File: config.mk
export PLATFORM = sky130hd
export DESIGN_NAME = gpm_gpio_map
export DESIGN_NICKNAME = d
export VERILOG_FILES = /design/src/design/gpm_pkg.sv /design/src/design/gpm_gpio_map.sv /design/src/design/gpm_pin_sync.sv
export VERILOG_INCLUDE_DIRS = /design/src /design/src/design
export SDC_FILE = /design/constraint.sdc
export NUM_CORES = 1
export LEC_CHECK = 0
export ABC_CLOCK_PERIOD_IN_PS = 4180
export BUFFER_PORTS_ARGS = -buffer_cell sky130_fd_sc_hd__buf_2
export CAP_MARGIN = 5
export CORE_UTILIZATION = 54
export DETAILED_ROUTE_END_ITERATION = 16
export GPL_TIMING_DRIVEN = 0
export PLACE_DENSITY = 0.85
export SETUP_SLACK_MARGIN = 0.3
export SYNTH_ARGS = -nofsm -noshare
export SYNTH_HDL_FRONTEND = slang
export SYNTH_SLANG_ARGS = --single-unit
File: constraint.sdc
create_clock -name clk_i -period 4.18 [get_ports clk_i]
set_clock_uncertainty 0.2 [all_clocks]
set_input_delay 0.209 -clock clk_i [delete_from_list [all_inputs] [get_ports clk_i]]
set_output_delay 0.209 -clock clk_i [all_outputs]
set_load 0.005 [all_outputs]
File: src/design/gpm_map.svh
// Register offsets, field positions, reset values and timing counts of the pin map block
// Included by bare name; holds definitions only
`ifndef GPM_MAP_SVH
`define GPM_MAP_SVH

`define GPM_OFF_GPIO_CFG 8'h00
`define GPM_OFF_CH_CFG 8'h04
`define GPM_OFF_SW_TRIG 8'h08
`define GPM_OFF_STATUS 8'h0C

`define GPM_GPIO_CFG_RST 16'h0000
`define GPM_CH_CFG_RST 16'h0000

// Pin configuration word
`define GPM_IN_EN_BIT 0
`define GPM_FN_LSB 1
`define GPM_FN_MSB 4
`define GPM_CHSEL_LSB 5
`define GPM_SRC_LSB 9
`define GPM_SRC_MSB 12
`define GPM_OUT_EN_BIT 13

// Channel configuration word
`define GPM_SYNC_LSB 0
`define GPM_PDN_OPT_LSB 2
`define GPM_PDN_OPT_MSB 5

// Software trigger word
`define GPM_TRIG_FAULT 0
`define GPM_TRIG_PROTECT 1
`define GPM_TRIG_CLEAR 2
`define GPM_TRIG_SYNC 3
`define GPM_TRIG_RESET 4
`define GPM_TRIG_START_LSB 5
`define GPM_TRIG_MLO_LSB 7
`define GPM_TRIG_MHI_LSB 9
`define GPM_TRIG_KEY_LSB 12
`define GPM_TRIG_KEY_MSB 15
`define GPM_TRIG_LOCK_MASK 16'hF010

// Last settle count before the pin level is trusted, 7 cycles after load
`define GPM_SETTLE_CYC 3'h6

`endif

File: src/design/gpm_pkg.sv
// Types shared by the pin map block
// Assumes nothing beyond a SystemVerilog compiler
package gpm_pkg;

   typedef enum logic [1:0] {
      GPM_LOAD = 2'h0,
      GPM_SETTLE = 2'h1,
      GPM_APPLY = 2'h3,
      GPM_RUN = 2'h2
   } gpm_init_t;

   typedef enum logic [3:0] {
      FN_FAULT = 4'h2,
      FN_IOUT = 4'h3,
      FN_VOUT = 4'h4,
      FN_PROTECT = 4'h5,
      FN_CLEAR = 4'h7,
      FN_SYNC = 4'h8,
      FN_FUNC = 4'h9,
      FN_MARGIN = 4'hA,
      FN_RESET = 4'hB,
      FN_NVM_LOCK = 4'hC,
      FN_REG_LOCK = 4'hD
   } gpm_fn_t;

   typedef enum logic [3:0] {
      SRC_NVM_BUSY = 4'h1,
      SRC_BUSY1 = 4'h4,
      SRC_BUSY0 = 4'h7,
      SRC_WIN1 = 4'h8,
      SRC_WIN0 = 4'hB
   } gpm_src_t;

endpackage

File: src/design/gpm_gpio_map.sv
// Multipurpose pin function map: pin edges trigger device actions, or the pin shows a status
// Assumes a classic Wishbone master and an NVM image valid from reset release
//
// Contract
// RQ1 - Input enable bit makes pin an input
// RQ2 - Output enable bit drives the pin
// RQ3 - Channel functions act on selected channels only
// RQ4 - Pin level at power-on runs its command
// RQ5 - Default configuration maps pin to nothing
// RQ6 - Mapped function ignores its software trigger
// RQ7 - External driver resets with a low pulse
// RQ8 - Pin triggers obey software trigger restrictions
// RQ9 - Volatile reset mapping lost; NVM mapping persists
// RQ10 - Fall triggers fault dump, protect, clear
// RQ11 - Voltage output down on fall, up on rise
// RQ12 - Current, waveform, margin follow pin edges
// RQ13 - Low pulse resets only with NVM mapping
// RQ14 - Edges allow or block NVM, register writes
// RQ15 - Sync update on fall for synced channels
// RQ16 - Status source code selects output level
// RQ17 - Unlisted function codes do nothing
// RQ18 - Synchronise pin; one trigger per edge
`include "gpm_map.svh"
`timescale 1ns/1ps
module gpm_gpio_map #(
   parameter logic [3:0] UNLOCK_KEY = 4'hA
) (
   // Clock and reset
   input wire logic clk_i,
   input wire logic rst_i,
   // Wishbone slave
   input wire logic wb_cyc_i,
   input wire logic wb_stb_i,
   input wire logic wb_we_i,
   input wire logic [7:0] wb_adr_i,
   input wire logic [3:0] wb_sel_i,
   input wire logic [31:0] wb_dat_i,
   output logic [31:0] wb_dat_o,
   output logic wb_ack_o,
   // Multipurpose pin
   input wire logic pin_i,
   output logic pin_o,
   output logic pin_oe_n_o,
   // NVM image and status sources
   input wire logic [15:0] nvm_gpio_cfg_i,
   input wire logic nvm_busy_i,
   input wire logic [1:0] dac_busy_i,
   input wire logic [1:0] win_cmp_i,
   // Global actions
   output logic fault_dump_o,
   output logic protect_o,
   output logic output_clear_o,
   output logic device_reset_o,
   output logic nvm_prog_block_o,
   output logic reg_lock_o,
   // Channel actions
   output logic [1:0] iout_pdn_o,
   output logic [1:0] vout_pdn_o,
   output logic [3:0] vout_pdn_option_o,
   output logic [1:0] func_run_o,
   output logic [1:0] margin_low_o,
   output logic [1:0] margin_high_o,
   output logic [1:0] sync_update_o
);

   localparam int NCH = 2;

   function automatic logic reg_hit(input logic [7:0] adr, input logic [7:0] off);
      reg_hit = (adr[7:2] == off[7:2]);
   endfunction

   function automatic logic [15:0] lane_merge(input logic [15:0] old, input logic [15:0] nw,
                                              input logic [1:0] sel);
      lane_merge = {sel[1] ? nw[15:8] : old[15:8], sel[0] ? nw[7:0] : old[7:0]};
   endfunction

   function automatic logic mapped(input logic mode, input logic [3:0] code, input logic [3:0] f);
      mapped = mode & (code == f);
   endfunction

   logic [15:0] gpio_cfg;
   logic [15:0] ch_cfg;
   gpm_pkg::gpm_init_t init_st;
   logic [2:0] settle_cnt;
   logic pin_lvl, pin_rise, pin_fall;
   logic low_armed;
   logic [3:0] fn;
   logic [3:0] src;
   logic [NCH-1:0] chsel;
   logic [NCH-1:0] sync_cfg;
   logic in_mode;
   logic ev_fall, ev_rise, lvl_fall, lvl_rise;
   logic bus_wr;
   logic [15:0] wlane;
   logic [15:0] sw_raw;
   logic [15:0] sw_ok;
   logic key_hit;
   logic nvm_reset_ok;
   logic src_lvl;
   logic [15:0] rdata;
   logic map_fault, map_protect, map_clear, map_iout, map_vout, map_sync;
   logic map_func, map_margin, map_reset, map_nvmlk, map_reglk;
   wire logic [NCH-1:0] next_iout;
   wire logic [NCH-1:0] next_vout;
   wire logic [NCH-1:0] next_run;
   wire logic [NCH-1:0] next_mlo;
   wire logic [NCH-1:0] next_mhi;
   wire logic [NCH-1:0] next_sync;

   gpm_pin_sync u_sync (
      .clk_i(clk_i),
      .rst_i(rst_i),
      .pin_i(pin_i),
      .level_o(pin_lvl),
      .rise_o(pin_rise),
      .fall_o(pin_fall)
   );

   assign fn = gpio_cfg[`GPM_FN_MSB:`GPM_FN_LSB];
   assign src = gpio_cfg[`GPM_SRC_MSB:`GPM_SRC_LSB];
   assign chsel = gpio_cfg[`GPM_CHSEL_LSB+NCH-1:`GPM_CHSEL_LSB];
   assign sync_cfg = ch_cfg[`GPM_SYNC_LSB+NCH-1:`GPM_SYNC_LSB];
   assign vout_pdn_option_o = ch_cfg[`GPM_PDN_OPT_MSB:`GPM_PDN_OPT_LSB];
   // Output mode wins when both enables are set
   assign in_mode = gpio_cfg[`GPM_IN_EN_BIT] & ~gpio_cfg[`GPM_OUT_EN_BIT]; // see RQ1
   // Codes outside the enum never match, so they trigger nothing
   assign map_fault = mapped(in_mode, fn, gpm_pkg::FN_FAULT); // see RQ17
   assign map_protect = mapped(in_mode, fn, gpm_pkg::FN_PROTECT);
   assign map_clear = mapped(in_mode, fn, gpm_pkg::FN_CLEAR);
   assign map_iout = mapped(in_mode, fn, gpm_pkg::FN_IOUT);
   assign map_vout = mapped(in_mode, fn, gpm_pkg::FN_VOUT);
   assign map_sync = mapped(in_mode, fn, gpm_pkg::FN_SYNC);
   assign map_func = mapped(in_mode, fn, gpm_pkg::FN_FUNC);
   assign map_margin = mapped(in_mode, fn, gpm_pkg::FN_MARGIN);
   assign map_reset = mapped(in_mode, fn, gpm_pkg::FN_RESET);
   assign map_nvmlk = mapped(in_mode, fn, gpm_pkg::FN_NVM_LOCK);
   assign map_reglk = mapped(in_mode, fn, gpm_pkg::FN_REG_LOCK);

   // Edges count only once the synchroniser has settled
   assign ev_fall = in_mode & (init_st == gpm_pkg::GPM_RUN) & pin_fall; // see RQ18
   assign ev_rise = in_mode & (init_st == gpm_pkg::GPM_RUN) & pin_rise;
   // Level-pair functions also act once on the power-on level
   assign lvl_fall = ev_fall | (in_mode & (init_st == gpm_pkg::GPM_APPLY) & ~pin_lvl); // see RQ4
   assign lvl_rise = ev_rise | (in_mode & (init_st == gpm_pkg::GPM_APPLY) & pin_lvl);

   // Reset via pin needs the same mapping held in the NVM image
   assign nvm_reset_ok = nvm_gpio_cfg_i[`GPM_IN_EN_BIT] & ~nvm_gpio_cfg_i[`GPM_OUT_EN_BIT]
                         & (nvm_gpio_cfg_i[`GPM_FN_MSB:`GPM_FN_LSB] == gpm_pkg::FN_RESET); // see RQ9

   // Write commits at the edge where the master sees ack
   assign bus_wr = wb_cyc_i & wb_stb_i & wb_we_i & wb_ack_o;
   assign wlane = {wb_sel_i[1] ? wb_dat_i[15:8] : 8'h00, wb_sel_i[0] ? wb_dat_i[7:0] : 8'h00};
   assign sw_raw = (bus_wr & reg_hit(wb_adr_i, `GPM_OFF_SW_TRIG)) ? wlane : 16'h0000;
   // Locked: only the key and the reset field pass
   assign sw_ok = reg_lock_o ? (sw_raw & `GPM_TRIG_LOCK_MASK) : sw_raw; // see RQ14
   assign key_hit = wb_sel_i[1] & (sw_raw[`GPM_TRIG_KEY_MSB:`GPM_TRIG_KEY_LSB] == UNLOCK_KEY);

   always_ff @(posedge clk_i) begin
      if (rst_i) begin
         init_st <= gpm_pkg::GPM_LOAD;
         settle_cnt <= 3'h0;
      end else begin
         case (init_st)
            gpm_pkg::GPM_LOAD: begin
               init_st <= gpm_pkg::GPM_SETTLE;
            end
            gpm_pkg::GPM_SETTLE: begin
               settle_cnt <= settle_cnt + 3'h1;
               if (settle_cnt == `GPM_SETTLE_CYC) begin
                  init_st <= gpm_pkg::GPM_APPLY;
               end
            end
            gpm_pkg::GPM_APPLY: begin
               init_st <= gpm_pkg::GPM_RUN;
            end
            gpm_pkg::GPM_RUN: begin
               init_st <= gpm_pkg::GPM_RUN;
            end
            default: begin
               init_st <= gpm_pkg::GPM_LOAD;
            end
         endcase
      end
   end

   // Volatile copy reloads from the NVM image after every reset
   always_ff @(posedge clk_i) begin
      if (rst_i) begin
         gpio_cfg <= `GPM_GPIO_CFG_RST; // see RQ5
         ch_cfg <= `GPM_CH_CFG_RST;
      end else begin
         if (init_st == gpm_pkg::GPM_LOAD) begin
            gpio_cfg <= nvm_gpio_cfg_i; // see RQ9
         end else if (bus_wr & ~reg_lock_o & reg_hit(wb_adr_i, `GPM_OFF_GPIO_CFG)) begin
            gpio_cfg <= lane_merge(gpio_cfg, wb_dat_i[15:0], wb_sel_i[1:0]);
         end
         if (bus_wr & ~reg_lock_o & reg_hit(wb_adr_i, `GPM_OFF_CH_CFG)) begin
            ch_cfg <= lane_merge(ch_cfg, wb_dat_i[15:0], wb_sel_i[1:0]);
         end
      end
   end

   always_comb begin
      rdata = 16'h0000;
      if (reg_hit(wb_adr_i, `GPM_OFF_GPIO_CFG)) begin
         rdata = gpio_cfg;
      end else if (reg_hit(wb_adr_i, `GPM_OFF_CH_CFG)) begin
         rdata = ch_cfg;
      end else if (reg_hit(wb_adr_i, `GPM_OFF_STATUS)) begin
         rdata = {6'h00, func_run_o, vout_pdn_o, iout_pdn_o, init_st == gpm_pkg::GPM_RUN,
                  nvm_prog_block_o, reg_lock_o, pin_lvl};
      end
   end

   // Trigger word and unmapped offsets read as zero
   always_ff @(posedge clk_i) begin
      if (rst_i) begin
         wb_ack_o <= 1'b0;
         wb_dat_o <= 32'h0000_0000;
      end else begin
         wb_ack_o <= wb_cyc_i & wb_stb_i & ~wb_ack_o;
         if (wb_cyc_i & wb_stb_i & ~wb_ack_o) begin
            wb_dat_o <= {16'h0000, rdata};
         end
      end
   end

   always_comb begin
      case (src)
         gpm_pkg::SRC_NVM_BUSY: src_lvl = nvm_busy_i; // see RQ16
         gpm_pkg::SRC_BUSY1: src_lvl = dac_busy_i[1];
         gpm_pkg::SRC_BUSY0: src_lvl = dac_busy_i[0];
         gpm_pkg::SRC_WIN1: src_lvl = win_cmp_i[1];
         gpm_pkg::SRC_WIN0: src_lvl = win_cmp_i[0];
         default: src_lvl = 1'b0;
      endcase
   end

   always_ff @(posedge clk_i) begin
      if (rst_i) begin
         pin_o <= 1'b0;
         pin_oe_n_o <= 1'b1;
      end else begin
         pin_o <= gpio_cfg[`GPM_OUT_EN_BIT] & src_lvl;
         pin_oe_n_o <= ~gpio_cfg[`GPM_OUT_EN_BIT]; // see RQ2
      end
   end

   // Pulse events fire only on real edges, never on the power-on level
   always_ff @(posedge clk_i) begin
      if (rst_i) begin
         fault_dump_o <= 1'b0;
         protect_o <= 1'b0;
         output_clear_o <= 1'b0;
         device_reset_o <= 1'b0;
         low_armed <= 1'b0;
      end else begin
         fault_dump_o <= (map_fault & ev_fall) | (sw_ok[`GPM_TRIG_FAULT] & ~map_fault); // see RQ10, RQ6
         protect_o <= (map_protect & ev_fall) | (sw_ok[`GPM_TRIG_PROTECT] & ~map_protect);
         output_clear_o <= (map_clear & ev_fall) | (sw_ok[`GPM_TRIG_CLEAR] & ~map_clear);
         // Rising edge fires only after a fall was seen
         device_reset_o <= (map_reset & nvm_reset_ok & ev_rise & low_armed)
                           | (sw_ok[`GPM_TRIG_RESET] & ~map_reset); // see RQ13, RQ7
         if (ev_fall) begin
            low_armed <= map_reset;
         end else if (ev_rise | ~map_reset) begin // Stale arm from an old mapping never fires
            low_armed <= 1'b0;
         end
      end
   end

   // Hardware set wins over the key clear in the same cycle
   always_ff @(posedge clk_i) begin
      if (rst_i) begin
         reg_lock_o <= 1'b0;
         nvm_prog_block_o <= 1'b0;
      end else begin
         if (map_reglk & lvl_rise) begin
            reg_lock_o <= 1'b1; // see RQ14
         end else if ((map_reglk & lvl_fall) | key_hit) begin
            reg_lock_o <= 1'b0;
         end
         if (map_nvmlk & lvl_rise) begin
            nvm_prog_block_o <= 1'b1;
         end else if (map_nvmlk & lvl_fall) begin
            nvm_prog_block_o <= 1'b0;
         end
      end
   end

   for (genvar c = 0; c < NCH; c++) begin : g_ch
      assign next_iout[c] = (map_iout & chsel[c] & lvl_fall) ? 1'b1 :
                            (map_iout & chsel[c] & lvl_rise) ? 1'b0 : iout_pdn_o[c]; // see RQ3, RQ12
      assign next_vout[c] = (map_vout & chsel[c] & lvl_fall) ? 1'b1 :
                            (map_vout & chsel[c] & lvl_rise) ? 1'b0 : vout_pdn_o[c]; // see RQ11
      assign next_run[c] = (map_func & chsel[c] & lvl_fall) ? 1'b0 :
                           (map_func & chsel[c] & lvl_rise) ? 1'b1 :
                           (sw_ok[`GPM_TRIG_START_LSB+c] & ~map_func) ? 1'b1 : func_run_o[c];
      assign next_mlo[c] = (map_margin & chsel[c] & ev_fall) | (sw_ok[`GPM_TRIG_MLO_LSB+c] & ~map_margin);
      assign next_mhi[c] = (map_margin & chsel[c] & ev_rise) | (sw_ok[`GPM_TRIG_MHI_LSB+c] & ~map_margin);
      // Same sync gating for pin and software
      assign next_sync[c] = sync_cfg[c] & ((map_sync & chsel[c] & ev_fall)
                            | (sw_ok[`GPM_TRIG_SYNC] & ~map_sync)); // see RQ15, RQ8
   end

   always_ff @(posedge clk_i) begin
      if (rst_i) begin
         iout_pdn_o <= 2'h0;
         vout_pdn_o <= 2'h0;
         func_run_o <= 2'h0;
         margin_low_o <= 2'h0;
         margin_high_o <= 2'h0;
         sync_update_o <= 2'h0;
      end else begin
         iout_pdn_o <= next_iout;
         vout_pdn_o <= next_vout;
         func_run_o <= next_run;
         margin_low_o <= next_mlo;
         margin_high_o <= next_mhi;
         sync_update_o <= next_sync;
      end
   end

   AST_OE_IDLE: assert property (@(posedge clk_i) disable iff (rst_i) // see RQ2
      !gpio_cfg[`GPM_OUT_EN_BIT] |=> pin_oe_n_o && !pin_o) else $error("pin driven while output disabled");
   AST_NO_INPUT: assert property (@(posedge clk_i) disable iff (rst_i) // see RQ1
      (!in_mode && sw_raw == 16'h0000) |=> !fault_dump_o && !protect_o && !output_clear_o)
      else $error("pin action without input mode");
   AST_CH_SEL: assert property (@(posedge clk_i) disable iff (rst_i) // see RQ3
      (map_iout && !chsel[0]) |=> $stable(iout_pdn_o[0])) else $error("unselected channel changed");
   AST_INIT_LVL: assert property (@(posedge clk_i) disable iff (rst_i) // see RQ4
      (init_st == gpm_pkg::GPM_APPLY && map_vout && chsel[0] && !pin_lvl) |=> vout_pdn_o[0])
      else $error("power-on level not applied");
   AST_RST_IDLE: assert property (@(posedge clk_i) disable iff (rst_i) // see RQ5
      $past(rst_i) |-> !fault_dump_o && !device_reset_o && pin_oe_n_o && gpio_cfg == `GPM_GPIO_CFG_RST)
      else $error("action right after reset");
   AST_SW_MASK: assert property (@(posedge clk_i) disable iff (rst_i) // see RQ6
      (map_fault && sw_ok[`GPM_TRIG_FAULT] && !ev_fall) |=> !fault_dump_o) else $error("software trigger not masked");
   AST_NVM_LOAD: assert property (@(posedge clk_i) disable iff (rst_i) // see RQ9
      init_st == gpm_pkg::GPM_LOAD |=> gpio_cfg == $past(nvm_gpio_cfg_i)) else $error("NVM image not loaded");
   AST_RISE_NOP: assert property (@(posedge clk_i) disable iff (rst_i) // see RQ10
      (map_fault && ev_rise && !sw_raw[`GPM_TRIG_FAULT]) |=> !fault_dump_o) else $error("rising edge fired fault");
   AST_FUNC_START: assert property (@(posedge clk_i) disable iff (rst_i) // see RQ12
      (map_func && chsel[1] && ev_rise) |=> func_run_o[1]) else $error("waveform did not start");
   AST_RST_PULSE: assert property (@(posedge clk_i) disable iff (rst_i) // see RQ13
      (map_reset && !low_armed && !sw_ok[`GPM_TRIG_RESET]) |=> !device_reset_o) else $error("reset without low pulse");
   AST_LOCK_WR: assert property (@(posedge clk_i) disable iff (rst_i) // see RQ14
      (init_st == gpm_pkg::GPM_RUN && reg_lock_o && bus_wr) |=> $stable(gpio_cfg) && $stable(ch_cfg))
      else $error("write passed the lock");
   AST_SYNC_CFG: assert property (@(posedge clk_i) disable iff (rst_i) // see RQ15
      sync_update_o[0] |-> $past(sync_cfg[0])) else $error("sync on unsynced channel");
   AST_SRC_NVM: assert property (@(posedge clk_i) disable iff (rst_i) // see RQ16
      (gpio_cfg[`GPM_OUT_EN_BIT] && src == gpm_pkg::SRC_NVM_BUSY) |=> pin_o == $past(nvm_busy_i))
      else $error("status pin wrong");
   AST_UNLISTED: assert property (@(posedge clk_i) disable iff (rst_i) // see RQ17
      (in_mode && fn == 4'h6) |=> $stable(iout_pdn_o) && $stable(vout_pdn_o) && !low_armed)
      else $error("unlisted code acted");
   AST_ONE_SHOT: assert property (@(posedge clk_i) disable iff (rst_i) // see RQ18
      fault_dump_o |=> !fault_dump_o) else $error("double trigger");

   COV_PIN_FAULT: cover property (@(posedge clk_i) disable iff (rst_i) map_fault && ev_fall ##1 fault_dump_o);
   COV_PIN_RESET: cover property (@(posedge clk_i) disable iff (rst_i) map_reset && ev_rise ##1 device_reset_o);
   COV_OUT_DRIVE: cover property (@(posedge clk_i) disable iff (rst_i) !pin_oe_n_o && pin_o);
   COV_LOCK: cover property (@(posedge clk_i) disable iff (rst_i) $rose(reg_lock_o));

endmodule

File: src/design/gpm_pin_sync.sv
// Two-stage synchroniser and edge detector for the multipurpose pin
// Assumes the pin is asynchronous to clk_i
`timescale 1ns/1ps
module gpm_pin_sync (
   // Clock and reset
   input wire logic clk_i,
   input wire logic rst_i,
   // Pin
   input wire logic pin_i,
   // Synchronised level and one-cycle edges
   output logic level_o,
   output logic rise_o,
   output logic fall_o
);

   logic meta;
   logic stage;

   // First stage is read only by the second
   always_ff @(posedge clk_i) begin
      if (rst_i) begin
         meta <= 1'b0;
         stage <= 1'b0;
      end else begin
         meta <= pin_i;
         stage <= meta;
      end
   end

   // One pulse per edge, since level_o is the previous stage value
   always_ff @(posedge clk_i) begin
      if (rst_i) begin
         level_o <= 1'b0;
         rise_o <= 1'b0;
         fall_o <= 1'b0;
      end else begin
         level_o <= stage;
         rise_o <= stage & ~level_o;
         fall_o <= ~stage & level_o;
      end
   end

endmodule

Word-level counts from Yosys, hierarchy flattened
Index checks and enable logic that the tools add are counted.
{"block": "totals", "output_inout_bits": 57, "input_bits": 71, "ff_bits": 80, "word_cells": 221}
{"block": "op_classes", "n_mux": 32, "addsub": 1, "n_eq_ne": 26, "n_reduce_logical": 21, "bitwise": 110}
{"operator": "$and 1x1->1", "count": 83}
{"operator": "$mux 16", "count": 5}
{"operator": "$eq 4x4->1 const B", "count": 10}
{"operator": "$mux 8", "count": 4}
{"operator": "$reduce_bool 2->1", "count": 12}
{"operator": "$eq 4x3->1 const B", "count": 5}
{"operator": "$mux 1", "count": 18}
{"operator": "$or 1x1->1", "count": 14}
{"operator": "$not 1->1", "count": 13}
{"operator": "$eq 6x2->1 const B", "count": 2}
{"operator": "$mux 11", "count": 1}
{"operator": "$mux 10", "count": 1}
{"operator": "$eq 4x2->1 const B", "count": 2}
{"operator": "$reduce_and 2->1", "count": 4}
{"operator": "$eq 6x1->1 const B", "count": 1}
{"operator": "$logic_not 6->1", "count": 1}
{"operator": "$pmux 2 s3", "count": 1}
{"operator": "$reduce_or 2->1", "count": 3}
{"operator": "$pmux 1 s5", "count": 1}
{"operator": "$eq 2x2->1 const B", "count": 2}
{"operator": "$eq 4x1->1 const B", "count": 1}
{"operator": "$add 3x1->3 const B", "count": 1}
{"operator": "$eq 3x3->1 const B", "count": 1}
{"operator": "$eq 2x1->1 const B", "count": 1}
{"operator": "other kinds (3)", "count": 3}

Logic depth before layout (Yosys ltp)
Gate-level depths: netlist of run 1.
{"block": "logic_depth", "word_depth": 10, "depth_mapped": 6, "ltp_nobuf": 4}

By module
A second synthesis of run 1 with hierarchy kept.
{"block": "hier_totals", "cells_unflattened": 423, "hier_area_um2": 3905.0}
{"module": "gpm_gpio_map", "area_per_inst_um2": 3771.1, "seq_area_each_um2": 1501.4, "cells_per_inst": 413, "n_inst": 1}
{"module": "gpm_pin_sync", "area_per_inst_um2": 133.9, "seq_area_each_um2": 100.1, "cells_per_inst": 10, "n_inst": 1}

Worst setup path before layout of run 1
OpenSTA, ideal clock, no wires.
{"block": "synth_path", "path_kind": "in2reg", "start": "input wb_adr_i[7]", "end": "register ch_cfg[0]", "n_path_buf": 1, "t_arrival_ps": 1758, "stages": 5, "t_required_ps": 3845, "slack_ps": 2087, "setup_ps": 135, "cell_sequence": "or4_4 buf_6 nor4_4 mux2i_1 nor2_2"}
{"block": "synth_via", "elab_chain_len": 3}
{"element": "from (decl)", "line_no": "gpm_gpio_map.sv:35", "source": "input wire logic [7:0] wb_adr_i,"}
{"element": "$eq 6x1->1", "line_no": "gpm_gpio_map.sv:69", "source": "reg_hit = (adr[7:2] == off[7:2]);"}
{"element": "$and 1x1->1", "line_no": "gpm_gpio_map.sv:197", "source": "if (bus_wr & ~reg_lock_o & reg_hit(wb_adr_i, `GPM_OFF_CH_CFG)) begin"}
{"element": "$reduce_and 2->1 (no line)"}
{"element": "to (signal assigned)", "line_no": "gpm_gpio_map.sv:190", "source": "ch_cfg <= `GPM_CH_CFG_RST;"}
{"element": "to (signal assigned)", "line_no": "gpm_gpio_map.sv:198", "source": "ch_cfg <= lane_merge(ch_cfg, wb_dat_i[15:0], wb_sel_i[1:0]);"}
{"element": "to (decl)", "line_no": "gpm_gpio_map.sv:82", "source": "logic [15:0] ch_cfg;"}
Every way passes these cells.
A chain may end at the register's enable or synchronous reset.

Worst setup path after layout of run 1
{"block": "layout_path", "start": "register init_st[0]", "end": "register gpio_cfg[5]"}
{"block": "layout_via", "elab_chain_len": 3, "word_cells_on_any_way": 5, "classes_between": "1 x mux; 4 x reduce/logical"}
{"element": "from (decl)", "line_no": "gpm_gpio_map.sv:83", "source": "gpm_pkg::gpm_init_t init_st;"}
{"element": "from (signal assigned)", "line_no": "gpm_gpio_map.sv:160", "source": "init_st <= gpm_pkg::GPM_LOAD;"}
{"element": "from (signal assigned)", "line_no": "gpm_gpio_map.sv:165", "source": "init_st <= gpm_pkg::GPM_SETTLE;"}
{"element": "from (signal assigned)", "line_no": "gpm_gpio_map.sv:170", "source": "init_st <= gpm_pkg::GPM_APPLY;"}
{"element": "$logic_not 2->1 *", "line_no": "gpm_gpio_map.sv:192", "source": "if (init_st == gpm_pkg::GPM_LOAD) begin"}
{"element": "$reduce_bool 2->1 (no line)"}
{"element": "$reduce_and 2->1 (no line)"}
{"element": "to (signal assigned)", "line_no": "gpm_gpio_map.sv:189", "source": "gpio_cfg <= `GPM_GPIO_CFG_RST;"}
{"element": "to (signal assigned)", "line_no": "gpm_gpio_map.sv:193", "source": "gpio_cfg <= nvm_gpio_cfg_i;"}
{"element": "to (signal assigned)", "line_no": "gpm_gpio_map.sv:195", "source": "gpio_cfg <= lane_merge(gpio_cfg, wb_dat_i[15:0], wb_sel_i[1:0]);"}
{"element": "to (decl)", "line_no": "gpm_gpio_map.sv:81", "source": "logic [15:0] gpio_cfg;"}
Every way passes the cells marked *; elsewhere a longest branch is shown, timed or not.

==> results of run 1 <==
==> timing repair <==
item | CTS | global route
hold buffers | 43 | 0
endpoints found under the setup margin | 0 | 0
endpoints found under the hold margin | 41 | 0
==> power by group through the flow <==
stage | clock network [mW] | registers [mW] | logic, mW
2_1_floorplan | 0 | 0.825 | 0.111
3_3_place_gp | 0 | 0.831 | 0.178
3_5_place_dp | 0 | 0.833 | 0.182
4_1_cts | 0.531 | 0.815 | 0.217
5_1_grt | 0.558 | 0.820 | 0.243
6_report | 0.533 | 0.818 | 0.226
==> metrics by stage <==
step                instances   util  area (um2)
floorplan                 445      -        3890
global placement          631  0.653        4460
detailed placement        631  0.653        4460
CTS                       690  0.742        5070
global route              690  0.742        5070
finish                    690  0.742        5070
==> logic make-up after synthesis <==
kind of cell | after synthesis
AND/OR/NAND/NOR | 189
AO/OA/AOI/OAI | 89
flip-flops | 80
buffers and inverters | 50
multiplexers | 17
adder cells (fa/ha/maj) | 2
XOR/XNOR | 2
other | 1
==> path summary, 6_finish.rpt <==
| check | cells after the start | endpoint | start |
|---|---|---|---|
| hold / removal | 4 | pin_o | win_cmp_i[1] |
| setup / recovery | 7 | gpio_cfg[5] | init_st[0] |
| setup reg to reg | 7 | gpio_cfg[5] | init_st[0] |
| hold reg to reg | 1 | u_sync.fall_o | u_sync.stage |
==> cells in the final DEF (no fill, tap or decap), types with 6 or more instances in the layout <==
cell and n:
a22oi_1 10, buf_4 20, dfxtp_1 80, a21oi_1 13, a31o_2 6, buf_2 95, a211oi_1 11, o31ai_1 7
nor2b_1 10, nor3_1 27, conb_1 16, a311oi_1 17, clkbuf_1 18, clkbuf_8 9, dlygate4sd3_1 43, a221oi_1 7
nand2b_1 7, or2_2 6, nor2_2 16, mux2i_1 16, nand2_1 47, nor2_1 34
==> flip-flops by register name (all words and copies together), names as in the netlist, 2 cells and up <==
| signal | count |
|---|---|
| ch_cfg | 16 |
| gpio_cfg | 16 |
| wb_dat_o | 16 |
| settle_cnt | 3 |
| func_run_o | 2 |
| init_st | 2 |
| iout_pdn_o | 2 |
| margin_high_o | 2 |
| margin_low_o | 2 |
| sync_update_o | 2 |
| vout_pdn_o | 2 |
==> worst min-delay path, delay by kind of cell <==
kind	cells	cell delay [ns]
simple gates	1	0.04
buf+inv	1	0.10
compound gates	2	0.17
==> routing by layer <==
layer  vias up  wire (um)  share of wire  track usage
li1       1855          -              -            -
met1      1894       4870           0.39        0.434
met2       316       5770           0.46        0.556
met3        58       1400           0.11       0.0790
met4         0        502          0.040        0.152
met5         -          0              0            0
==> layout make-up <==
cell class,count,area share
multi-input cells,315,0.397
flip-flops and latches,80,0.316
repair buffers,133,0.174
plain buffers,47,0.0523
clock buffers,9,0.0244
well taps,96,0.0237
clock inverters,7,0.0111
inverters,3,0.00222
==> metrics.txt, run 1 <==
status complete, no violations; Seq/Total Area, Yosys 0.418; Seq cells post-synth 80; clk root buf clkbuf_8; die width 86.3 um; leakage 2.11 nW; Routability Congestion 0.946; Critical Path Slowest Stage Cell dlygate4sd3_1; Post-synth EDFFs 0; Worst-Margin Slew 0.931 ns; setup TNS 0 ns; drt wl/cell 18.2 um; unrepaired setup endpoints after global routing no; ANT cells 0; count leader, synth dfxtp_1; Post-Syn Instances 430; layout cells sized above 1 0.283; clock sink total 80; asr flop ratio synth 0; internal power 1.12 mW; most instantiated cells after synthesis dfxtp_1 (80), nand2_1 (47), nor2_1 (34); Worst EP required 4.28 ns; # H-tree levels 3; CP peak stage delay 0.60 ns; Bufs and invs on worst path 4; Yosys top cell by area dfxtp_1; most used cell, CP clkbuf_1; FF-to-FF setup slack 1.27 ns; number of remaining DRC errors 0; Avg Inst Size Synth 8.92 um2; cts repair resizes 0; Starting DRT DRC Count 443; highest clock rate 0.343 GHz; post-synthesis adder-cell area fraction 0.00653; total power density per cell area 311 mW/mm2; hpwl dp 8610 um; Antenna Nets Post-Route 0; port bufs 90; Simple-Gate Fraction of Synth Area 0.278; Register Area 0.00160 mm2; first-pass GRT wire length 19300 um; worst vdd rail ir drop 0.209 mV; Final WS setup 1.27 ns; CP Launch Type flop; GRT Resource Usage Total 0.342; post-synth cell types 54; Clock Latency Late Sink 0.36 ns; detailed-route via count 4123; # nets final 662; multi-input logic area 0.00201 mm2; post-synthesis compound-gate area fraction 0.175; die area 0.00744 mm2; CP delay by family, top buffers and inverters; FP Rows 30; post-synth top area share 0.418; Slew HR 0.375; gr ovfl total 0; largest family of logic cells by synthesized area simple AND/OR/NAND/NOR gates; clock share of power 0.338; Detailed Route WL 12500 um; 1st-pass router iterations 5; worst-case clock buffer depth 2; period utilization 0.697; crit path DAT 3.01 ns; max_cap viols 0; largest fanout on the critical path 10; Initial Util 0.561; sw power 462 uW; post-synthesis xor/xnor area fraction 0.00457; post-CTS setup buffer count 0; Synth Warn # 0; vias in the first global route 3889; Die Ht 86.3 um; worst hold slack 0.0152 ns; CTS tree yes; Logic pwr share 0.143; Max Transition Viols Final 0; IO Pins 128; Crit Path Category flop to flop; post-synthesis mux area share 0.0447; Clock transition at path regs 0.09 ns; ys flop type dfxtp_1; worst slack at placement 1.73 ns; endpoints failing setup 0; Final Total Pwr 1.58 mW; Switching Fraction 0.293; CORE AREA 0.00683 mm2; Fillers 515; final hold vios 0; top cells by area, synth dfxtp_1 (42%), nand2_1 (4.6%), mux2i_1 (4.2%), buf_4 (3.9%), a311oi_1 (3.9%); Syn Std Cell Area 0.00383 mm2; largest net degree at the start of global routing 16; total CTS buffers 9; Via density 5.98; P&R area growth vs syn 32.3%; CP Cell Sequence clkbuf_1 -> or2_2 -> clkbuf_1 -> clkbuf_1 -> nand2_1 -> a311oi_1 -> dlygate4sd3_1; Hold/Removal Path Class primary input to flop; minimum clock period 2.91 ns; antenna violations before repair 0; Reg power frac 0.519; CP endpoint kind flop
No activity file was read; power rests on OpenSTA's default activity.
==> inputs of run 2 (changes only) <==
- ABC_CLOCK_PERIOD_IN_PS: 4180 -> 2600
- CORE_UTILIZATION: 54 -> 46
- PLACE_DENSITY: 0.85 -> 0.77
- clock period: 4.18 -> 2.6 ns (I/O delays scaled with it)
==> run 2 against run 1 <==
Compared with the run above:
- global-route usage shrank 5.1 points
- final area grew 1.5%
- via count shrank 1.5%
- routed wire length shrank 1.9%
- utilization shrank 9.0 points
- sequential power grew 60%
- critical path depth shrank 2
- count of clock-buffer cells in the layout is the same
- non-clock buffer count shrank 2
- critical path type is now primary input to flop
- register-to-register slack lost 0.89 ns
- hold slack gained 0.046 ns
- setup slack lost 0.89 ns
==> metrics.txt, run 2 (synthesized netlist as in run 1, its figures left out) <==
status complete, no violations; met1 WL 5100 um (+4.6%); period utilization 0.855; Clock Latency Late Sink 0.36 ns (about the same); Critical Path Slowest Stage Cell clkbuf_1; Max Transition Viols Final 0 (unchanged); worst vdd rail ir drop 0.355 mV (+70%); hpwl dp 8720 um (+1.2%); routed length on met2 5590 um (-3.2%); Clock transition at path regs 0.09 ns (about the same); Fillers 687 (+33%); leakage 2.13 nW (+0.63%); die area 0.00870 mm2 (+17%); commonest non-fill, non-tap cell in the layout buf_2; Design Area, Final 0.00514 mm2 (+1.5%); minimum clock period 2.22 ns; layout cells sized above 1 0.296 (+0.0128); most used cell, CP clkbuf_1; Regs by FF count ch_cfg (16), gpio_cfg (16), wb_dat_o (16); 1st-pass router iterations 7 (+2); Starting DRT DRC Count 306 (-31%); unrepaired setup endpoints after global routing yes; final hold vios 0 (unchanged); Slew HR 0.466 (+0.0913); P&R area growth vs syn 34.2%; number of remaining DRC errors 0 (unchanged); Post-DP Area 0.00447 mm2 (+0.17%); GRT Resource Usage Total 0.291 (-0.0506); clk root buf clkbuf_8; Antenna Nets Post-Route 0 (unchanged); FP Rows 32 (+6.7%); endpoints failing setup 0 (unchanged); total CTS buffers 9 (unchanged); antenna violations before repair 0 (unchanged); most frequent cells in the layout buf_2 (95), dfxtp_1 (80), nand2_1 (47), dlygate4sd3_1 (38), nor2_1 (34); Worst EP required 2.63 ns (-1.65 ns); setup TNS 0 ns (unchanged); largest net degree at the start of global routing 15 (-1); Hold/Removal Path Class primary input to flop; Inst Count DP 637 (+0.95%); highest routed metal layer met4; Die Ht 93.3 um (+8.2%); Initial Util 0.486 (-0.0751); CP Launch Type primary input; port bufs 90 (unchanged); highest clock rate 0.450 GHz; Worst-Margin Slew 0.801 ns (-0.130 ns); Via density 5.85 (-2.1%); detailed-route via count 4061 (-1.5%); CTS tree yes; drt wl/cell 17.7 um (-2.5%); crit path DAT 2.25 ns (-0.76 ns); gr ovfl total 0 (unchanged); vias in the first global route 3740 (-3.8%); Routability Congestion 0.920 (-2.7%); worst-case clock buffer depth 2 (unchanged); CORE AREA 0.00789 mm2 (+15%); # nets final 660 (-0.30%); total power density per cell area 540 mW/mm2 (+74%); Detailed Route WL 12300 um (-1.9%); clock sink total 80 (unchanged); max_cap viols 0 (unchanged); largest fanout on the critical path 10 (unchanged); fin util 0.652 (-0.0900); CP Cell Sequence dlygate4sd3_1 -> clkbuf_1 -> clkbuf_1 -> clkbuf_1 -> nor2_2; CP peak stage delay 0.67 ns (+0.07 ns); Crit Path Category primary input to flop; WL met3 1130 um (-19%); CP endpoint kind flop; Post-Layout Cell Count 694 (+0.58%); IO Pins 128 (unchanged); first-pass GRT wire length 19200 um (-0.57%); die width 93.3 um (+8.2%); # H-tree levels 3 (unchanged); ANT cells 0 (unchanged)
-- run 2: cell types whose count changed in the layout (fill, tap and decap cells not counted), sizes merged --
cell	previous run	this run
dlygate4sd3	43	38
buf	119	122
bufinv	0	3
clkinv	5	3
inv	4	3
-- run 2: metal layers --
| metal | up-vias | global-route usage |
|---|---|---|
| li1 | 1850 | - |
| met1 | 1877 | 0.379 |
| met2 | 279 | 0.455 |
| met3 | 55 | 0.0593 |
| met4 | 0 | 0.150 |
| met5 | - | 0 |
-- run 2: power breakdown --
part	internal (mW)	leakage, nW	total, mW	switching, mW
logic	0.164	1.35	0.351	0.187
registers	1.27	0.653	1.31	0.0443
clock network	0.639	0.119	1.12	0.478
total	2.07	2.13	2.78	0.709
-- run 2: per-stage QoR --
| step | power, mW | hold WS [ns] | setup WS, ns |
|---|---|---|---|
| after floorplan | 1.50 | 0.0558 | 0.586 |
| after global placement | 1.63 | 0.147 | 0.269 |
| after detailed placement | 1.63 | 0.148 | 0.236 |
| after CTS | 2.76 | 0.0456 | 0.328 |
| after global routing | 2.87 | 0.0668 | 0.269 |
| final | 2.78 | 0.0611 | 0.378 |
-- run 2: timing repair --
item	4_1_cts	5_1_grt
hold buffers	38	0
setup endpoints to repair	6	22
gates cloned	0	0
gates resized for setup	1	4
hold endpoints to repair	45	0
buffers inserted	0	3
pin swaps	0	2
-- run 2: cell type report --
type,count,area (um2),area share
multi-input cells,315,2030,0.394
flip-flops and latches,80,1600,0.311
repair buffers,131,866,0.168
plain buffers,47,267,0.0518
well taps,102,128,0.0248
clock buffers,9,124,0.0241
clock inverters,7,120,0.0233
inverters,3,11.3,0.00219
-- run 2: worst max-delay path, delay by kind of cell --
kind / cells / cell delay [ns]
buf+inv: 4 / 2.02
simple gates: 1 / 0.10
-- run 2: path summary, 6_finish.rpt --
| path | cells past startpoint | slack (ns) | to | startpoint |
|---|---|---|---|---|
| min reg2reg | 1 | 0.22 | u_sync.fall_o | u_sync.stage |
| min | 4 | 0.06 | pin_o | nvm_busy_i |
| max reg2reg | 5 | 0.38 | device_reset_o | init_st[0] |
| max | 5 | 0.38 | ch_cfg[13] | rst_i |
==> inputs of run 3 (changes only) <==
==> constraint.sdc (replaced) <==
create_clock -name clk_i -period 2.6 [get_ports clk_i]
set_clock_uncertainty 0.2 [all_clocks]
set_input_delay 0.52 -clock clk_i [delete_from_list [all_inputs] [get_ports clk_i]]
set_output_delay 0.52 -clock clk_i [all_outputs]
set_load 0.005 [all_outputs]
==> run 3 against run 2 <==
Compared with the run above:
- routed wire length is 2.7% lower
- register-to-register slack better by 0.03 ns
- count of clock-buffer cells in the layout is 2 higher
- sequential power barely moved
==> metrics.txt, run 3 (synthesized netlist as in run 1, its figures left out) <==
status complete, no violations; minimum clock period 2.21 ns (-0.0152 ns); CP endpoint kind flop; Starting DRT DRC Count 392 (+28%); most frequent cells in the layout buf_2 (95), dfxtp_1 (80), nand2_1 (47), nor2_1 (32), nor3_1 (26); Antenna Nets Post-Route 0 (unchanged); Worst-Margin Slew 0.772 ns (-0.0286 ns); Fillers 728 (+6.0%); Design Area, Final 0.00476 mm2 (-7.4%); Die Ht 93.3 um (unchanged); setup TNS 0 ns (unchanged); Register Area 0.00160 mm2 (unchanged); total CTS buffers 9 (unchanged); Max Transition Viols Final 0 (unchanged); total power density per cell area 557 mW/mm2 (+3.1%); die area 0.00870 mm2 (unchanged); vias in the first global route 3496 (-6.5%); period utilization 0.849 (-0.00583); worst vdd rail ir drop 0.468 mV (+32%); crit path DAT 2.29 ns (+0.04 ns); leakage 1.96 nW (-8.0%); M2 GR Usage 0.442 (-0.0129); gr busiest metal met2; die width 93.3 um (unchanged); clk root buf clkbuf_8; highest clock rate 0.453 GHz (+0.69%); CORE AREA 0.00789 mm2 (unchanged); # nets final 622 (-5.8%); port bufs 90 (unchanged); clock share of power 0.388 (-0.014); Switching Fraction 0.260 (+0.00540); Detailed Route WL 12000 um (-2.7%); commonest non-fill, non-tap cell in the layout buf_2; Critical Path Slowest Stage Cell or4b_2; Regs by FF count ch_cfg (16), gpio_cfg (16), wb_dat_o (16); Via density 5.89 (+0.61%); antenna violations before repair 0 (unchanged); endpoints failing setup 0 (unchanged); CP Cell Sequence buf_2 -> nor4_1 -> nand3b_1 -> or4b_2 -> a21oi_1; CP Launch Type primary input; Initial Util 0.486 (unchanged); Slew HR 0.485 (+0.0191); Worst EP required 2.68 ns (+0.05 ns); GRT Resource Usage Total 0.283 (-0.00833); Post-DP Area 0.00447 mm2 (unchanged); layout cells sized above 1 0.319 (+0.0239); # H-tree levels 3 (unchanged); GRT met3 Usage 0.0423 (-0.0171); largest fanout on the critical path 4 (-6); final hold vios 0 (unchanged); drt wl/cell 18.3 um (+2.9%); CP peak stage delay 0.69 ns (+0.02 ns); worst-case clock buffer depth 2 (unchanged); unrepaired setup endpoints after global routing no; largest net degree at the start of global routing 14 (-1); Crit Path Category primary input to flop; P&R area growth vs syn 24.2%; Post-Layout Cell Count 656 (-5.5%); hpwl dp 9060 um (+3.9%); internal power 1.96 mW (-5.3%); FP Rows 32 (unchanged); Clock transition at path regs 0.08 ns (about the same); sw power 691 uW (-2.6%); Routability Congestion 0.933 (+1.3%); Clock Latency Late Sink 0.36 ns (about the same); multi-input logic area 0.00205 mm2 (+0.99%); gr ovfl total 0 (unchanged); ANT cells 0 (unchanged); Inst Count DP 637 (unchanged); 1st-pass router iterations 7 (unchanged); Reg power frac 0.495 (+0.023); number of remaining DRC errors 0 (unchanged); IO Pins 128 (unchanged); Hold/Removal Path Class primary input to flop; Logic pwr share 0.117 (-0.009); clock sink total 80 (unchanged); max_cap viols 0 (unchanged); routing usage on met1 0.386 (+0.00746); detailed-route via count 3862 (-4.9%); Bufs and invs on worst path 1 (-3); CP delay by family, top simple AND/OR/NAND/NOR gates; CTS tree yes; first-pass GRT wire length 18500 um (-3.7%)
[run 3: cell type report]
cell class	count	share of cell area
Timing Repair Buffer	93	0.102
Clock buffer	11	0.0297
Inverter	3	0.00236
Buffer	47	0.0560
Multi-Input combinational cell	315	0.430
Clock inverter	5	0.0168
Tap cell	102	0.0268
Sequential cell	80	0.336
[run 3: per-layer routing]
layer,share of wire,vias to the layer above,routed length [um]
li1,-,1774,-
met1,0.42,1827,5050
met2,0.46,233,5550
met3,0.088,28,1060
met4,0.026,0,314
met5,0,-,0
[run 3: power groups by stage]
stage          clock [mW]  sequential, mW  combinational [mW]
3_3_place_gp            0            1.34               0.290
5_1_grt              1.08            1.32               0.340
2_1_floorplan           0            1.33               0.178
3_5_place_dp            0            1.34               0.298
4_1_cts              1.02            1.31               0.301
6_report             1.03            1.31               0.309
[run 3: path summary, 6_finish.rpt]
check	from	end	slack (ns)	depth (start not counted)
worst min register to register	u_sync.stage	u_sync.fall_o	0.22	1
worst max register to register	init_st[0]	device_reset_o	0.41	5
worst min-delay path	pin_i	u_sync.meta	0.17	2
worst max-delay path	wb_adr_i[7]	device_reset_o	0.39	5
[run 3: stage by stage]
stage | worst slack (ns) | utilization | total power, mW | hold slack, ns
after floorplan | 0.320 | - | 1.50 | 0.188
after global placement | -0.0723 | 0.566 | 1.63 | 0.207
after detailed placement | -0.106 | 0.566 | 1.64 | 0.213
after CTS | 0.316 | 0.597 | 2.64 | 0.178
after global routing | 0.329 | 0.604 | 2.74 | 0.193
final | 0.393 | 0.604 | 2.65 | 0.174
[run 3: worst register-to-register path: cells and delay by family (launching register included)]
family / cells / cell delay (ns)
flip-flops: 1 / 0.30
AND/OR/NAND/NOR: 3 / 1.21
AO/OA/AOI/OAI: 1 / 0.18
buffers and inverters: 1 / 0.22
[run 3: repair_timing]
action | CTS | global route
gates cloned | 0 | 0
setup endpoints to repair | 15 | 32
pin swaps | 1 | 2
gates resized for setup | 2 | 7
hold buffers | 0 | 0
setup buffers | 1 | 2
